File: config.mk
export PLATFORM = sky130hd
export DESIGN_NAME = bdf_top
export DESIGN_NICKNAME = d
export VERILOG_FILES = /design/src/verilog/bdf_pkg.sv /design/src/verilog/bdf_top.sv /design/src/verilog/bdf_sync.sv /design/src/verilog/bdf_queue.sv
export SDC_FILE = /design/constraint.sdc
export NUM_CORES = 2
export LEC_CHECK = 0
export BUFFER_PORTS_ARGS = -buffer_cell sky130_fd_sc_hd__buf_2
export CAP_MARGIN = 30
export CORE_MARGIN = 4
export CORE_UTILIZATION = 55
export CTS_BUF_LIST = sky130_fd_sc_hd__clkbuf_4 sky130_fd_sc_hd__clkbuf_8 sky130_fd_sc_hd__clkbuf_16
export DETAILED_ROUTE_END_ITERATION = 8
export PLACE_DENSITY = 0.71
export RECOVER_POWER = 25
export SLEW_MARGIN = 30
export SYNTH_ARGS = -nofsm -noshare
export SYNTH_HDL_FRONTEND = slang
export SYNTH_MEMORY_MAX_BITS = 65536
export SYNTH_SLANG_ARGS = --single-unit
File: constraint.sdc
create_clock -name clk_i -period 6.4 [get_ports clk_i]
set_input_delay 0.32 -clock clk_i [delete_from_list [all_inputs] [get_ports clk_i]]
set_output_delay 0.32 -clock clk_i [all_outputs]
set_load 0.02 [all_outputs]
File: src/verilog/bdf_pkg.sv
// Purpose: Shared constants for the two-queue bidirectional buffer with mailboxes.
// Assumes: One system clock; both port clocks are sampled as ordinary inputs.
// Notes: Offset presets and parity bit placement are plain defaults.
//
// What this block does
// - Two 64-word by 36-bit queues, one per direction.
// - Transfers happen only on a qualified rising edge of the port clock.
// - Port clocks are independent; both may be unrelated or identical.
// - A read and a write on the same edge both complete cleanly unless the queue is full (write dropped) or empty (read refused).
// - Full and almost-full pass two stages on the writing port clock.
// - Empty and almost-empty pass two stages on the reading port clock.
// - Port A flags update on port A clock rising edges.
// - Port A almost-empty low when B-to-A count is at most the offset.
// - Port B almost-empty low when A-to-B count is at most the offset.
// - Port A almost-full low when A-to-B free space is at most the offset.
// - Port B almost-full low when B-to-A free space is at most the offset.
// - Port A transfers only while its chip select is low.
// - Port A data pins float while its chip select is high.
// - Each port has a 36-bit two-way data bus.
// - Two 36-bit mailbox registers bypass the queues, one per direction.
// - Each mailbox has a flag showing unread new mail.
// - Parity is checked passively and never alters a transfer.
// - Each port may generate parity on words it reads out.
// - Port A transfers only while its enable is high.
// - Empty flag low at reset, blocks reads, rises second edge after data.
// - Full flag low at reset, blocks writes, rises second edge after reset.
// - Mailbox flag low on write, blocks writes, high on far read and reset.
package bdf_pkg;
  localparam int DATA_W = 36;
  localparam int DEPTH = 64;
  localparam int CNT_W = 7;
  localparam int BYTE_W = 9;
  localparam int NUM_BYTES = 4;
  localparam int PAR_POS = 8;
  localparam int SYNC_W = 2;
  // Synchronised port bundle layout
  localparam int PIN_W = 41;
  localparam int PIN_CLK = 40;
  localparam int PIN_CSN = 39;
  localparam int PIN_EN = 38;
  localparam int PIN_WR = 37;
  localparam int PIN_MBX = 36;
  // Clock bit resets high so a port clock already high at release is no false edge
  localparam logic [PIN_W-1:0] PIN_RESET = 41'h180_0000_0000;
  // Synchronised configuration layout
  localparam int CFG_W = 5;
  localparam int CFG_FS = 3;
  localparam int CFG_ODD = 2;
  localparam int CFG_PGA = 1;
  localparam int CFG_PGB = 0;
  localparam logic [CFG_W-1:0] CFG_RESET = 5'h00;
  // Flag vector positions, all active low
  localparam int FLG_FULL = 0;
  localparam int FLG_AFULL = 1;
  localparam int FLG_EMPTY = 2;
  localparam int FLG_AEMPTY = 3;
  localparam logic [3:0] FLAG_RESET = 4'h0;
  localparam logic MBX_FLAG_RESET = 1'b1;
  // Select pins need two synchroniser edges before the latch may read them
  localparam logic [1:0] LATCH_DELAY = 2'h3;
  // Almost-full and almost-empty offset presets, chosen by the flag select pins
  localparam logic [CNT_W-1:0] OFFSET_PRESET0 = 7'h10;
  localparam logic [CNT_W-1:0] OFFSET_PRESET1 = 7'h0C;
  localparam logic [CNT_W-1:0] OFFSET_PRESET2 = 7'h08;
  localparam logic [CNT_W-1:0] OFFSET_PRESET3 = 7'h04;
endpackage

File: src/verilog/bdf_top.sv
// Purpose: Bidirectional two-queue buffer with mailboxes, flags and parity.
// Assumes: Port clocks run well below half the system clock and are sampled.
// Notes: Data pins are split into input, output and output enable.
`timescale 1ns/1ps
module bdf_top (
  input wire logic clk_i,
  input wire logic rst_b_i,
  input wire logic [1:0] flag_select_i,
  input wire logic odd_even_i,
  input wire logic port_a_clock_i,
  input wire logic port_a_chip_select_n_i,
  input wire logic port_a_enable_i,
  input wire logic port_a_write_i,
  input wire logic port_a_mailbox_select_i,
  input wire logic port_a_parity_gen_i,
  input wire logic [bdf_pkg::DATA_W-1:0] port_a_data_bus_i,
  output logic [bdf_pkg::DATA_W-1:0] port_a_data_bus_o,
  output logic port_a_data_bus_oe_o,
  output logic port_a_empty_flag_n_o,
  output logic port_a_full_flag_n_o,
  output logic port_a_almost_empty_n_o,
  output logic port_a_almost_full_n_o,
  output logic port_a_parity_error_n_o,
  input wire logic port_b_clock_i,
  input wire logic port_b_chip_select_n_i,
  input wire logic port_b_enable_i,
  input wire logic port_b_write_i,
  input wire logic port_b_mailbox_select_i,
  input wire logic port_b_parity_gen_i,
  input wire logic [bdf_pkg::DATA_W-1:0] port_b_data_bus_i,
  output logic [bdf_pkg::DATA_W-1:0] port_b_data_bus_o,
  output logic port_b_data_bus_oe_o,
  output logic port_b_empty_flag_n_o,
  output logic port_b_full_flag_n_o,
  output logic port_b_almost_empty_n_o,
  output logic port_b_almost_full_n_o,
  output logic port_b_parity_error_n_o,
  output logic a_to_b_mailbox_flag_n_o,
  output logic b_to_a_mailbox_flag_n_o
);
  import bdf_pkg::*;

  logic [PIN_W-1:0] a_s;
  logic [PIN_W-1:0] b_s;
  logic [CFG_W-1:0] cfg_s;
  logic a_clk_prev_reg;
  logic b_clk_prev_reg;
  logic a_edge, b_edge;
  logic a_qual, b_qual;
  logic a_q_wr, a_q_rd, b_q_wr, b_q_rd;
  logic a_mb_wr, a_mb_rd, b_mb_wr, b_mb_rd;
  logic [DATA_W-1:0] ab_head, ba_head;
  logic [CNT_W-1:0] ab_count, ba_count;
  logic [CNT_W-1:0] offset_reg;
  logic [1:0] latch_cnt_reg;
  logic [3:0] a_raw, b_raw;
  logic [3:0] a_s1_reg, a_s2_reg, b_s1_reg, b_s2_reg;
  logic [DATA_W-1:0] mail_ab_reg, mail_ba_reg;
  logic mbf_ab_n_reg, mbf_ba_n_reg;
  logic [DATA_W-1:0] a_out_reg, b_out_reg;
  logic [DATA_W-1:0] a_src, b_src, a_gen, b_gen;
  logic [NUM_BYTES-1:0] a_perr, b_perr;
  logic a_perr_n_reg, b_perr_n_reg;

  // Port pins and port clocks come from other domains: two flops first
  bdf_sync #(.W(PIN_W), .RST_VAL(PIN_RESET)) u_sync_a (
    .clk_i(clk_i),
    .rst_b_i(rst_b_i),
    .async_i({port_a_clock_i, port_a_chip_select_n_i, port_a_enable_i, port_a_write_i,
              port_a_mailbox_select_i, port_a_data_bus_i}),
    .sync_o(a_s)
  );

  bdf_sync #(.W(PIN_W), .RST_VAL(PIN_RESET)) u_sync_b (
    .clk_i(clk_i),
    .rst_b_i(rst_b_i),
    .async_i({port_b_clock_i, port_b_chip_select_n_i, port_b_enable_i, port_b_write_i,
              port_b_mailbox_select_i, port_b_data_bus_i}),
    .sync_o(b_s)
  );

  bdf_sync #(.W(CFG_W), .RST_VAL(CFG_RESET)) u_sync_cfg (
    .clk_i(clk_i),
    .rst_b_i(rst_b_i),
    .async_i({flag_select_i, odd_even_i, port_a_parity_gen_i, port_b_parity_gen_i}),
    .sync_o(cfg_s)
  );

  // Edge detection relies on a free-running port clock
  always_ff @(posedge clk_i or negedge rst_b_i) begin
    if (!rst_b_i) begin
      a_clk_prev_reg <= 1'b1;
      b_clk_prev_reg <= 1'b1;
    end else begin
      a_clk_prev_reg <= a_s[PIN_CLK];
      b_clk_prev_reg <= b_s[PIN_CLK];
    end
  end

  assign a_edge = a_s[PIN_CLK] & ~a_clk_prev_reg;
  assign b_edge = b_s[PIN_CLK] & ~b_clk_prev_reg;
  assign a_qual = a_edge & ~a_s[PIN_CSN] & a_s[PIN_EN];
  assign b_qual = b_edge & ~b_s[PIN_CSN] & b_s[PIN_EN];

  // Direction and mailbox select split each qualified edge
  assign a_mb_wr = a_qual & a_s[PIN_WR] & a_s[PIN_MBX] & mbf_ab_n_reg;
  assign a_mb_rd = a_qual & ~a_s[PIN_WR] & a_s[PIN_MBX];
  assign a_q_wr = a_qual & a_s[PIN_WR] & ~a_s[PIN_MBX] & a_s2_reg[FLG_FULL];
  assign a_q_rd = a_qual & ~a_s[PIN_WR] & ~a_s[PIN_MBX] & a_s2_reg[FLG_EMPTY];
  assign b_mb_wr = b_qual & b_s[PIN_WR] & b_s[PIN_MBX] & mbf_ba_n_reg;
  assign b_mb_rd = b_qual & ~b_s[PIN_WR] & b_s[PIN_MBX];
  assign b_q_wr = b_qual & b_s[PIN_WR] & ~b_s[PIN_MBX] & b_s2_reg[FLG_FULL];
  assign b_q_rd = b_qual & ~b_s[PIN_WR] & ~b_s[PIN_MBX] & b_s2_reg[FLG_EMPTY];

  // Two independent queues, one per direction
  bdf_queue #(.DATA_W(DATA_W), .DEPTH(DEPTH)) u_q_ab (
    .clk_i(clk_i),
    .rst_b_i(rst_b_i),
    .wr_en_i(a_q_wr),
    .wr_data_i(a_s[DATA_W-1:0]),
    .rd_en_i(b_q_rd),
    .head_o(ab_head),
    .count_o(ab_count)
  );

  bdf_queue #(.DATA_W(DATA_W), .DEPTH(DEPTH)) u_q_ba (
    .clk_i(clk_i),
    .rst_b_i(rst_b_i),
    .wr_en_i(b_q_wr),
    .wr_data_i(b_s[DATA_W-1:0]),
    .rd_en_i(a_q_rd),
    .head_o(ba_head),
    .count_o(ba_count)
  );

  // Offset is caught once the synchronised select has settled after release
  always_ff @(posedge clk_i or negedge rst_b_i) begin
    if (!rst_b_i) begin
      latch_cnt_reg <= '0;
      offset_reg <= OFFSET_PRESET0;
    end else if (latch_cnt_reg != LATCH_DELAY) begin
      latch_cnt_reg <= latch_cnt_reg + 1'b1;
      if (latch_cnt_reg == LATCH_DELAY - 2'h1) begin
        case (cfg_s[CFG_FS +: 2])
          2'h0: offset_reg <= OFFSET_PRESET0;
          2'h1: offset_reg <= OFFSET_PRESET1;
          2'h2: offset_reg <= OFFSET_PRESET2;
          default: offset_reg <= OFFSET_PRESET3;
        endcase
      end
    end
  end

  // Raw flag levels, active low
  always_comb begin
    a_raw[FLG_FULL] = ab_count != CNT_W'(DEPTH);
    a_raw[FLG_AFULL] = (CNT_W'(DEPTH) - ab_count) > offset_reg;
    a_raw[FLG_EMPTY] = ba_count != '0;
    a_raw[FLG_AEMPTY] = ba_count > offset_reg;
    b_raw[FLG_FULL] = ba_count != CNT_W'(DEPTH);
    b_raw[FLG_AFULL] = (CNT_W'(DEPTH) - ba_count) > offset_reg;
    b_raw[FLG_EMPTY] = ab_count != '0;
    b_raw[FLG_AEMPTY] = ab_count > offset_reg;
  end

  // Two stages stepped by the owning port clock; port A owns A-to-B writes
  // and B-to-A reads, so each flag lives on the clock of the port using it
  always_ff @(posedge clk_i or negedge rst_b_i) begin
    if (!rst_b_i) begin
      a_s1_reg <= FLAG_RESET;
      a_s2_reg <= FLAG_RESET;
    end else if (a_edge) begin
      a_s1_reg <= a_raw;
      a_s2_reg <= a_s1_reg;
    end
  end

  always_ff @(posedge clk_i or negedge rst_b_i) begin
    if (!rst_b_i) begin
      b_s1_reg <= FLAG_RESET;
      b_s2_reg <= FLAG_RESET;
    end else if (b_edge) begin
      b_s1_reg <= b_raw;
      b_s2_reg <= b_s1_reg;
    end
  end

  assign port_a_full_flag_n_o = a_s2_reg[FLG_FULL];
  assign port_a_almost_full_n_o = a_s2_reg[FLG_AFULL];
  assign port_a_empty_flag_n_o = a_s2_reg[FLG_EMPTY];
  assign port_a_almost_empty_n_o = a_s2_reg[FLG_AEMPTY];
  assign port_b_full_flag_n_o = b_s2_reg[FLG_FULL];
  assign port_b_almost_full_n_o = b_s2_reg[FLG_AFULL];
  assign port_b_empty_flag_n_o = b_s2_reg[FLG_EMPTY];
  assign port_b_almost_empty_n_o = b_s2_reg[FLG_AEMPTY];

  // Mailboxes; if a write and a far read meet in one cycle the set wins,
  // so fresh mail is never lost
  always_ff @(posedge clk_i) begin
    if (a_mb_wr) begin
      mail_ab_reg <= a_s[DATA_W-1:0];
    end
    if (b_mb_wr) begin
      mail_ba_reg <= b_s[DATA_W-1:0];
    end
  end

  always_ff @(posedge clk_i or negedge rst_b_i) begin
    if (!rst_b_i) begin
      mbf_ab_n_reg <= MBX_FLAG_RESET;
    end else if (a_mb_wr) begin
      mbf_ab_n_reg <= 1'b0;
    end else if (b_mb_rd) begin
      mbf_ab_n_reg <= 1'b1;
    end
  end

  always_ff @(posedge clk_i or negedge rst_b_i) begin
    if (!rst_b_i) begin
      mbf_ba_n_reg <= MBX_FLAG_RESET;
    end else if (b_mb_wr) begin
      mbf_ba_n_reg <= 1'b0;
    end else if (a_mb_rd) begin
      mbf_ba_n_reg <= 1'b1;
    end
  end

  assign a_to_b_mailbox_flag_n_o = mbf_ab_n_reg;
  assign b_to_a_mailbox_flag_n_o = mbf_ba_n_reg;

  // Parity check on incoming words and generation on outgoing ones
  assign a_src = a_s[PIN_MBX] ? mail_ba_reg : ba_head;
  assign b_src = b_s[PIN_MBX] ? mail_ab_reg : ab_head;

  for (genvar g = 0; g < NUM_BYTES; g++) begin : g_par
    assign a_perr[g] = (^a_s[g*BYTE_W +: BYTE_W]) ^ cfg_s[CFG_ODD];
    assign b_perr[g] = (^b_s[g*BYTE_W +: BYTE_W]) ^ cfg_s[CFG_ODD];
    assign a_gen[g*BYTE_W +: PAR_POS] = a_src[g*BYTE_W +: PAR_POS];
    assign b_gen[g*BYTE_W +: PAR_POS] = b_src[g*BYTE_W +: PAR_POS];
    assign a_gen[g*BYTE_W + PAR_POS] = cfg_s[CFG_PGA] ?
        ((^a_src[g*BYTE_W +: PAR_POS]) ^ cfg_s[CFG_ODD]) : a_src[g*BYTE_W + PAR_POS];
    assign b_gen[g*BYTE_W + PAR_POS] = cfg_s[CFG_PGB] ?
        ((^b_src[g*BYTE_W +: PAR_POS]) ^ cfg_s[CFG_ODD]) : b_src[g*BYTE_W + PAR_POS];
  end

  // Result only reported; nothing on the data path looks at it
  always_ff @(posedge clk_i or negedge rst_b_i) begin
    if (!rst_b_i) begin
      a_perr_n_reg <= 1'b1;
      b_perr_n_reg <= 1'b1;
    end else begin
      if (a_qual & a_s[PIN_WR]) begin
        a_perr_n_reg <= ~|a_perr;
      end
      if (b_qual & b_s[PIN_WR]) begin
        b_perr_n_reg <= ~|b_perr;
      end
    end
  end

  assign port_a_parity_error_n_o = a_perr_n_reg;
  assign port_b_parity_error_n_o = b_perr_n_reg;

  // Read data registers
  always_ff @(posedge clk_i or negedge rst_b_i) begin
    if (!rst_b_i) begin
      a_out_reg <= '0;
    end else if (a_q_rd | a_mb_rd) begin
      a_out_reg <= a_gen;
    end
  end

  always_ff @(posedge clk_i or negedge rst_b_i) begin
    if (!rst_b_i) begin
      b_out_reg <= '0;
    end else if (b_q_rd | b_mb_rd) begin
      b_out_reg <= b_gen;
    end
  end

  // Two-way buses, driven only while selected and set to read
  assign port_a_data_bus_o = a_out_reg;
  assign port_a_data_bus_oe_o = ~a_s[PIN_CSN] & ~a_s[PIN_WR];
  assign port_b_data_bus_o = b_out_reg;
  assign port_b_data_bus_oe_o = ~b_s[PIN_CSN] & ~b_s[PIN_WR];
endmodule

File: src/verilog/bdf_sync.sv
// Purpose: Two-flop synchroniser for a group of asynchronous inputs.
// Assumes: Group members are sampled together on the system clock.
// Notes: Only the second stage is visible outside.
`timescale 1ns/1ps
module bdf_sync #(
  parameter int W = 1,
  parameter logic [W-1:0] RST_VAL = '0
) (
  input wire logic clk_i,
  input wire logic rst_b_i,
  input wire logic [W-1:0] async_i,
  output logic [W-1:0] sync_o
);
  import bdf_pkg::*;

  logic [W-1:0] meta_reg;

  if (W < 1) begin : g_chk
    $error("bdf_sync width must be at least one");
  end

  always_ff @(posedge clk_i or negedge rst_b_i) begin
    if (!rst_b_i) begin
      meta_reg <= RST_VAL;
      sync_o <= RST_VAL;
    end else begin
      meta_reg <= async_i;
      sync_o <= meta_reg;
    end
  end
endmodule

File: src/verilog/bdf_queue.sv
// Purpose: One direction of storage, a circular buffer with its own word count.
// Assumes: Write and read strobes are single-cycle pulses on the system clock.
// Notes: Guards itself against overflow, since the port flags lag the count.
`timescale 1ns/1ps
module bdf_queue #(
  parameter int DATA_W = bdf_pkg::DATA_W,
  parameter int DEPTH = bdf_pkg::DEPTH
) (
  input wire logic clk_i,
  input wire logic rst_b_i,
  input wire logic wr_en_i,
  input wire logic [DATA_W-1:0] wr_data_i,
  input wire logic rd_en_i,
  output logic [DATA_W-1:0] head_o,
  output logic [$clog2(DEPTH):0] count_o
);
  import bdf_pkg::*;

  localparam int PW = $clog2(DEPTH);

  if ((1 << PW) != DEPTH || DEPTH < 2) begin : g_chk
    $error("bdf_queue depth must be a power of two");
  end

  logic [DATA_W-1:0] mem [DEPTH];
  logic [PW:0] wr_ptr_reg;
  logic [PW:0] rd_ptr_reg;
  logic wr_ok;
  logic rd_ok;

  assign count_o = wr_ptr_reg - rd_ptr_reg;
  assign wr_ok = wr_en_i && (count_o != (PW+1)'(DEPTH));
  assign rd_ok = rd_en_i && (count_o != '0);
  assign head_o = mem[rd_ptr_reg[PW-1:0]];

  // Separate pointers let a read and a write land on the same edge
  always_ff @(posedge clk_i) begin
    if (wr_ok) begin
      mem[wr_ptr_reg[PW-1:0]] <= wr_data_i;
    end
  end

  always_ff @(posedge clk_i or negedge rst_b_i) begin
    if (!rst_b_i) begin
      wr_ptr_reg <= '0;
    end else if (wr_ok) begin
      wr_ptr_reg <= wr_ptr_reg + 1'b1;
    end
  end

  always_ff @(posedge clk_i or negedge rst_b_i) begin
    if (!rst_b_i) begin
      rd_ptr_reg <= '0;
    end else if (rd_ok) begin
      rd_ptr_reg <= rd_ptr_reg + 1'b1;
    end
  end
endmodule

# ---- Yosys cells after proc, flatten, opt, wreduce, memory -nomap -nowiden
# Memory sizes are Yosys's and may differ from the RTL's.
# Cells that the tools add are included.
dict set report classes {
  n_eq_ne 6
  n_reduce_logical 30
  addsub 9
  n_bitwise 52
  magnitude_cmp 4
  muxes 19
}
# op count
set op_table {}
lappend op_table {{$mux W36} 2}
lappend op_table {{$reduce_xor A9 Y1} 8}
lappend op_table {{$reduce_xor A8 Y1} 8}
lappend op_table {{$add A7 B1 Y7 const B} 4}
lappend op_table {{$gt A7 B7 Y1} 4}
lappend op_table {{$and A1 B1 Y1} 26}
lappend op_table {{$mux W1} 16}
lappend op_table {{$xor A1 B1 Y1} 16}
lappend op_table {{$pmux W5 S3} 1}
lappend op_table {{$ne A7 B7 Y1 const B} 2}
lappend op_table {{$reduce_bool A7 Y1} 2}
lappend op_table {{$sub A7 B7 Y7} 2}
lappend op_table {{$sub A7 B7 Y7 const A} 2}
lappend op_table {{$not A1 Y1} 8}
lappend op_table {{$reduce_or A4 Y1} 2}
lappend op_table {{$eq A2 B2 Y1 const B} 2}
lappend op_table {{$logic_and A1 B1 Y1} 4}
lappend op_table {{$reduce_bool A2 Y1} 2}
lappend op_table {{$add A2 B1 Y2 const B} 1}
lappend op_table {{$eq A2 B1 Y1 const B} 1}
lappend op_table {{$logic_not A1 Y1} 2}
lappend op_table {{$logic_not A2 Y1} 1}
lappend op_table {{$ne A2 B2 Y1 const B} 1}
lappend op_table {{$or A1 B1 Y1} 2}
lappend op_table {{$reduce_and A2 Y1} 1}
dict set report word_totals {
  register_bits 377
  ramBits 4608
  word_cells 148
  inputBits 89
  out_inout_bits 86
  n_memories 2
}
# memory words word_bits rd rd_ports_with_merged_regs write_ports line_no
set memory_table {}
lappend memory_table {u_q_ab.mem 64 36 1 0 1 bdf_queue.sv:25} ;# logic [DATA_W-1:0] mem [DEPTH];
lappend memory_table {u_q_ba.mem 64 36 1 0 1 bdf_queue.sv:25}

# ---- Logic depth before layout (Yosys ltp)
dict set report depth {
  word_depth 10
  depth_mapped 19
}

# ---- Cells and area by module
# From an unflattened synthesis, not the netlist that was laid out.
dict set report unflattened {
  hier_cells 8397
  area_unflattened_um2 190915.6
}
# module area_each_um2 cells_per_inst instances
set by_module_without_submodules {}
lappend by_module_without_submodules {{bdf_queue (u_q_ba)} 88703.8 3751 1}
lappend by_module_without_submodules {{bdf_queue (u_q_ab)} 88651.3 3708 1}
lappend by_module_without_submodules {bdf_top 9196.3 764 1}
lappend by_module_without_submodules {{bdf_sync (u_sync_a ...)} 2057.0 82 2}
lappend by_module_without_submodules {{bdf_sync (u_sync_cfg)} 250.2 10 1}

# ---- Worst setup path before layout
# Ideal clock, no wire load.
dict set report synth_timing {
  path_type {register to register}
  from {register u_q_ba.rd_ptr_reg[2]}
  to {memory u_q_ba.mem[63][0] (enable)}
  period_less_slack_ns 5.861
  path_stages_with_launch 18
  path_buffers 6
  arrival_time_ns 5.431
  setup_slack_ns 0.539
  required_time_ns 5.971
  setup_time_ns 0.429
  cell_sequence {dfrtp_1 -> buf_2 -> inv_1 -> buf_4 -> buf_4 -> buf_2 -> buf_2 -> buf_2 -> ha_1 -> a21o_1 -> a21oi_1 -> o21bai_1 -> a21oi_1 -> xnor2_1 -> a211oi_1 -> nor3b_1 -> nand3_1 -> nor2_1}
}
dict set report synth_between {
  elab_chain_cells 5
}
# item line_no
set synth_lines {}
lappend synth_lines {{from (decl)} bdf_queue.sv:27} ;# logic [PW:0] rd_ptr_reg;
lappend synth_lines {{from (signal assigned)} bdf_queue.sv:55} ;# rd_ptr_reg <= rd_ptr_reg + 1'b1;
lappend synth_lines {{$sub A7 B7 Y7} bdf_queue.sv:31} ;# assign count_o = wr_ptr_reg - rd_ptr_reg;
lappend synth_lines {{$ne A7 B7 Y1} bdf_queue.sv:32} ;# assign wr_ok = wr_en_i && (count_o != (PW+1)'(DEPTH));
lappend synth_lines {{$logic_and A1 B1 Y1} bdf_queue.sv:32}
lappend synth_lines {{$mux W1} bdf_queue.sv:38} ;# if (wr_ok) begin
lappend synth_lines {{$mux W1 (implied by the code)} bdf_queue.sv:39} ;# mem[wr_ptr_reg[PW-1:0]] <= wr_data_i;
lappend synth_lines {{to (decl)} bdf_queue.sv:25}
# Every way passes these cells.

# ---- Worst setup path after layout
dict set report layout_timing {
  from {register u_sync_b.sync_o[35]}
  to {register b_perr_n_reg, in the netlist port_b_parity_error_n_o}
}
dict set report layout_between {
  elab_chain_cells 4
}
# item line_no
set layout_lines {}
lappend layout_lines {{from (decl)} bdf_sync.sv:12} ;# output logic [W-1:0] sync_o
lappend layout_lines {{from (signal assigned)} bdf_sync.sv:28} ;# sync_o <= meta_reg;
lappend layout_lines {{$reduce_xor A9 Y1} bdf_top.sv:237} ;# assign b_perr[g] = (^b_s[g*BYTE_W +: BYTE_W]) ^ cfg_s[CFG_ODD];
lappend layout_lines {{$xor A1 B1 Y1} bdf_top.sv:237}
lappend layout_lines {{$reduce_or A4 Y1} bdf_top.sv:256} ;# b_perr_n_reg <= ~|b_perr;
lappend layout_lines {{$logic_not A1 Y1} bdf_top.sv:256}
lappend layout_lines {{to (signal assigned)} bdf_top.sv:256}
lappend layout_lines {{to (decl)} bdf_top.sv:63} ;# logic a_perr_n_reg, b_perr_n_reg;
# Every way passes these cells.
# A chain may end at the register's enable or synchronous reset.

==> qor.yml <==
status: "finished with violations"
violations: "max-capacitance violations, max-slew violations"
clk_path_buf_depth: 4
dp_hpwl_um: 286000
grt_max_degree: 144
grt_overflow: 0
coreArea_mm2: 0.344
worst_ir_drop_vdd_uv: 290
via_per_inst: 6.77
r2r_cells: 8
path_class: "reg -> reg"
synth_fa_ha_area_frac: 0.00238
grt_pass1_wl_um: 727000
row_count: 215
drc: 0
yosysSeqAreaShare: 0.778
power_frac_seq: 0.530
clkTransAtPathRegs_ns: 0.06
end_kind: "flip-flop"
min_path_cells: 2
power.leakage_nw: 68.1
worstPathRequired_ns: 7.30
synth_cells: 8370
initialDrtViolationCount: 14700
worst_pin_slew_ns: 3.60
rsz0062_at_grt: "no"
ys_ff_latch: 4981
numCtsBuffers: 473
ant_nets: 0
hold_class: "in -> reg"
h-tree-depth: 5
fin_hold_ws_ns: 0.0678
drive_gt1_frac: 0.295
cts.sinks: 4981
fillers: 22300
synthArstFlopShare: 0.0604
crit_fanout: 66
post_cts_resized: 0
worstPathArrival_ns: 6.62
report.final.slew_viol_count: 3409
instances_no_fill: 14100
start_kind: "flip-flop"
setup_tns_ns: 0
final_area_mm2: 0.217
grt.total_usage: 0.288
p_comb_frac: 0.053
synth_nets: 8494
synthSimpleGateAreaFrac: 0.0153
die-area_mm2: 0.355
finalCritPeriodShare: 0.894
gp_congestion: 0.886
regArea_mm2: 0.148
grt_pass1_vias: 95400
synth_edf_count: 4680
synthesis.area_mm2: 0.190
min_period_ns: 5.72
port_buffers: 174
syn_avg_cell_area_um2: 22.7
place_area_mm2: 0.199
yosys_warnings: 0
multiInputGateArea_mm2: 0.0406
post_drt_wl_per_cell_um: 36.4
slew_headroom: -1.40
netlist_top_cells_area: "edfxtp_1, mux4_2, dfrtp_1, mux2i_1, nand2_1"
start_util: 0.554
io_pins: 175
clk-insertion-delay-late_ns: 1.01
p_int_mw: 53.8
fmax_ghz: 0.175
rrSetupSlack_ns: 0.68
wl_um: 513000
p_clk_frac: 0.417
synth_top_area_frac: 0.738
setup_viol_count_final: 0
synth_xor_area_frac: 0.00782
switchingPower_mw: 14.4
cts_tree: "yes"
place_inst: 13000
power.density_mw_per_mm2: 315
maxCapViolCount: 52
antenna_found_initial: 28
ys_types: 83
root_buffer: "clkbuf_16"
fin_worst_skew_ns: 0.111
cts_setup_buffers: 0
synthMuxAreaShare: 0.163
drt_first_pass_iters: 6
yosysTopAreaCell: "edfxtp_1"
synth-compound-area-share: 0.0191
vias: 95300
fp.dieW_um: 596
syn_to_final_growth_pct: 13.8
final-hold-violation-count: 0
synthFlopType: "edfxtp_1"
sw_frac_of_total: 0.211
synth_top_family_by_area: "multiplexers"
fin_nets: 9235
die_y_um: 596
ctsHoldBuffers: 172
layout make-up:
type / instances / share of cell area
well taps: 4557 / 0.0263
flip-flops and latches: 4981 / 0.684
inverters: 34 / 0.000659
clock buffers: 606 / 0.0607
diodes: 5 / 0.0000578
clock inverters: 274 / 0.0130
repair buffers: 694 / 0.0273
multi-input cells: 2927 / 0.188
per-layer routing:
| metal | vias up | track usage | part of all wire |
|---|---|---|---|
| li1 | 36700 | - | - |
| met1 | 50500 | 0.406 | 0.36 |
| met2 | 6903 | 0.449 | 0.47 |
| met3 | 1256 | 0.0633 | 0.12 |
| met4 | 10 | 0.113 | 0.049 |
| met5 | - | 0 | 0.00013 |
final timing paths:
kind,startpoint,end
worst max-delay path,u_sync_b.sync_o[35],port_b_parity_error_n_o
worst max register to register,u_sync_b.sync_o[35],port_b_parity_error_n_o
min in group asynchronous,rst_b_i,port_a_data_bus_o[11]
max in group asynchronous,rst_b_i,u_sync_a.sync_o[32]
worst min-delay path,port_a_data_bus_i[21],u_sync_a.meta_reg[21]
worst min register to register,u_sync_b.meta_reg[8],u_sync_b.sync_o[8]
synth_stat cells (all sizes together), types with 20 or more instances:
library cell	n
edfxtp	4680
mux4	1244
nand2	287
dfrtp	286
buf	279
mux2i	252
nor2	200
clkbuf	149
xnor2	120
o21ai	100
a21oi	82
a22oi	77
o22ai	51
mux2	47
nand3	47
ha	33
xor2	32
inv	30
a221oi	27
o221ai	26
nor2b	23
a211oi	21
a31oi	21
nor3	20
worst max-delay path, stage by stage (launching register included):
cell      delay [ns]
dfrtp_2         0.34
clkbuf_1        2.07
xnor2_1         0.78
xnor2_1         0.70
xnor2_1         0.20
xnor2_1         0.40
nor4_1          0.13
a21oi_1         0.80
a21oi_1         0.15
metrics by stage:
| stage | power [mW] | util | setup WS (ns) |
|---|---|---|---|
| 6_report | 68.2 | 0.630 | 0.676 |
| 5_1_grt | 70.3 | 0.630 | 0.381 |
| 4_1_cts | 68.5 | 0.630 | 0.953 |
| 3_5_place_dp | 40.4 | 0.579 | 1.02 |
| 3_3_place_gp | 40.3 | 0.579 | 0.457 |
| 2_1_floorplan | 39.1 | - | 0.539 |
power by group through the flow:
stage                     sequential, mW  combinational, mW  clock (mW)
final                               36.2               3.62        28.4
after global routing                36.2               3.88        30.2
after CTS                           36.1               3.67        28.7
after detailed placement            36.8               3.56           0
after global placement              36.8               3.48           0
after floorplan                     37.1               2.05           0
kinds of logic (layout without fill, tap and decap cells):
kind of cell / after synthesis / in the layout
compound gates: 525 / 525
xor+xnor: 159 / 159
fa+ha+maj: 35 / 35
buf+inv: 462 / 1608
flops: 4981 / 4981
mux: 1543 / 1543
other cells: 0 / 5
simple gates: 665 / 665
placed cells by master, fill, tap and decap left out, types with 15 or more instances in the layout:
cell type         n
a211oi_1         18
a21oi_1          82
a221oi_1         27
a22oi_1          77
a2bb2oi_1        19
a31oi_1          21
and2_1           15
buf_12           67
buf_2           166
buf_4           226
bufinv_16        48
clkbuf_1         58
clkbuf_16       481
clkbuf_4         99
clkbuf_8         26
clkinv_1         89
clkinv_2         94
clkinvlp_4       19
dfrtp_1         211
dfrtp_2          68
dlygate4sd3_1   171
edfxtp_1       4680
ha_1             33
inv_1            23
mux2_2           47
mux2i_1         252
mux4_2         1238
nand2_1         286
nand3_1          47
nor2_1           66
nor2_4          128
nor2b_1          20
nor3_1           20
o21ai_0          98
o221ai_1         26
o22ai_1          51
xnor2_1         118
xor2_1           32
Note: power is estimated with default switching activity, not from simulation.
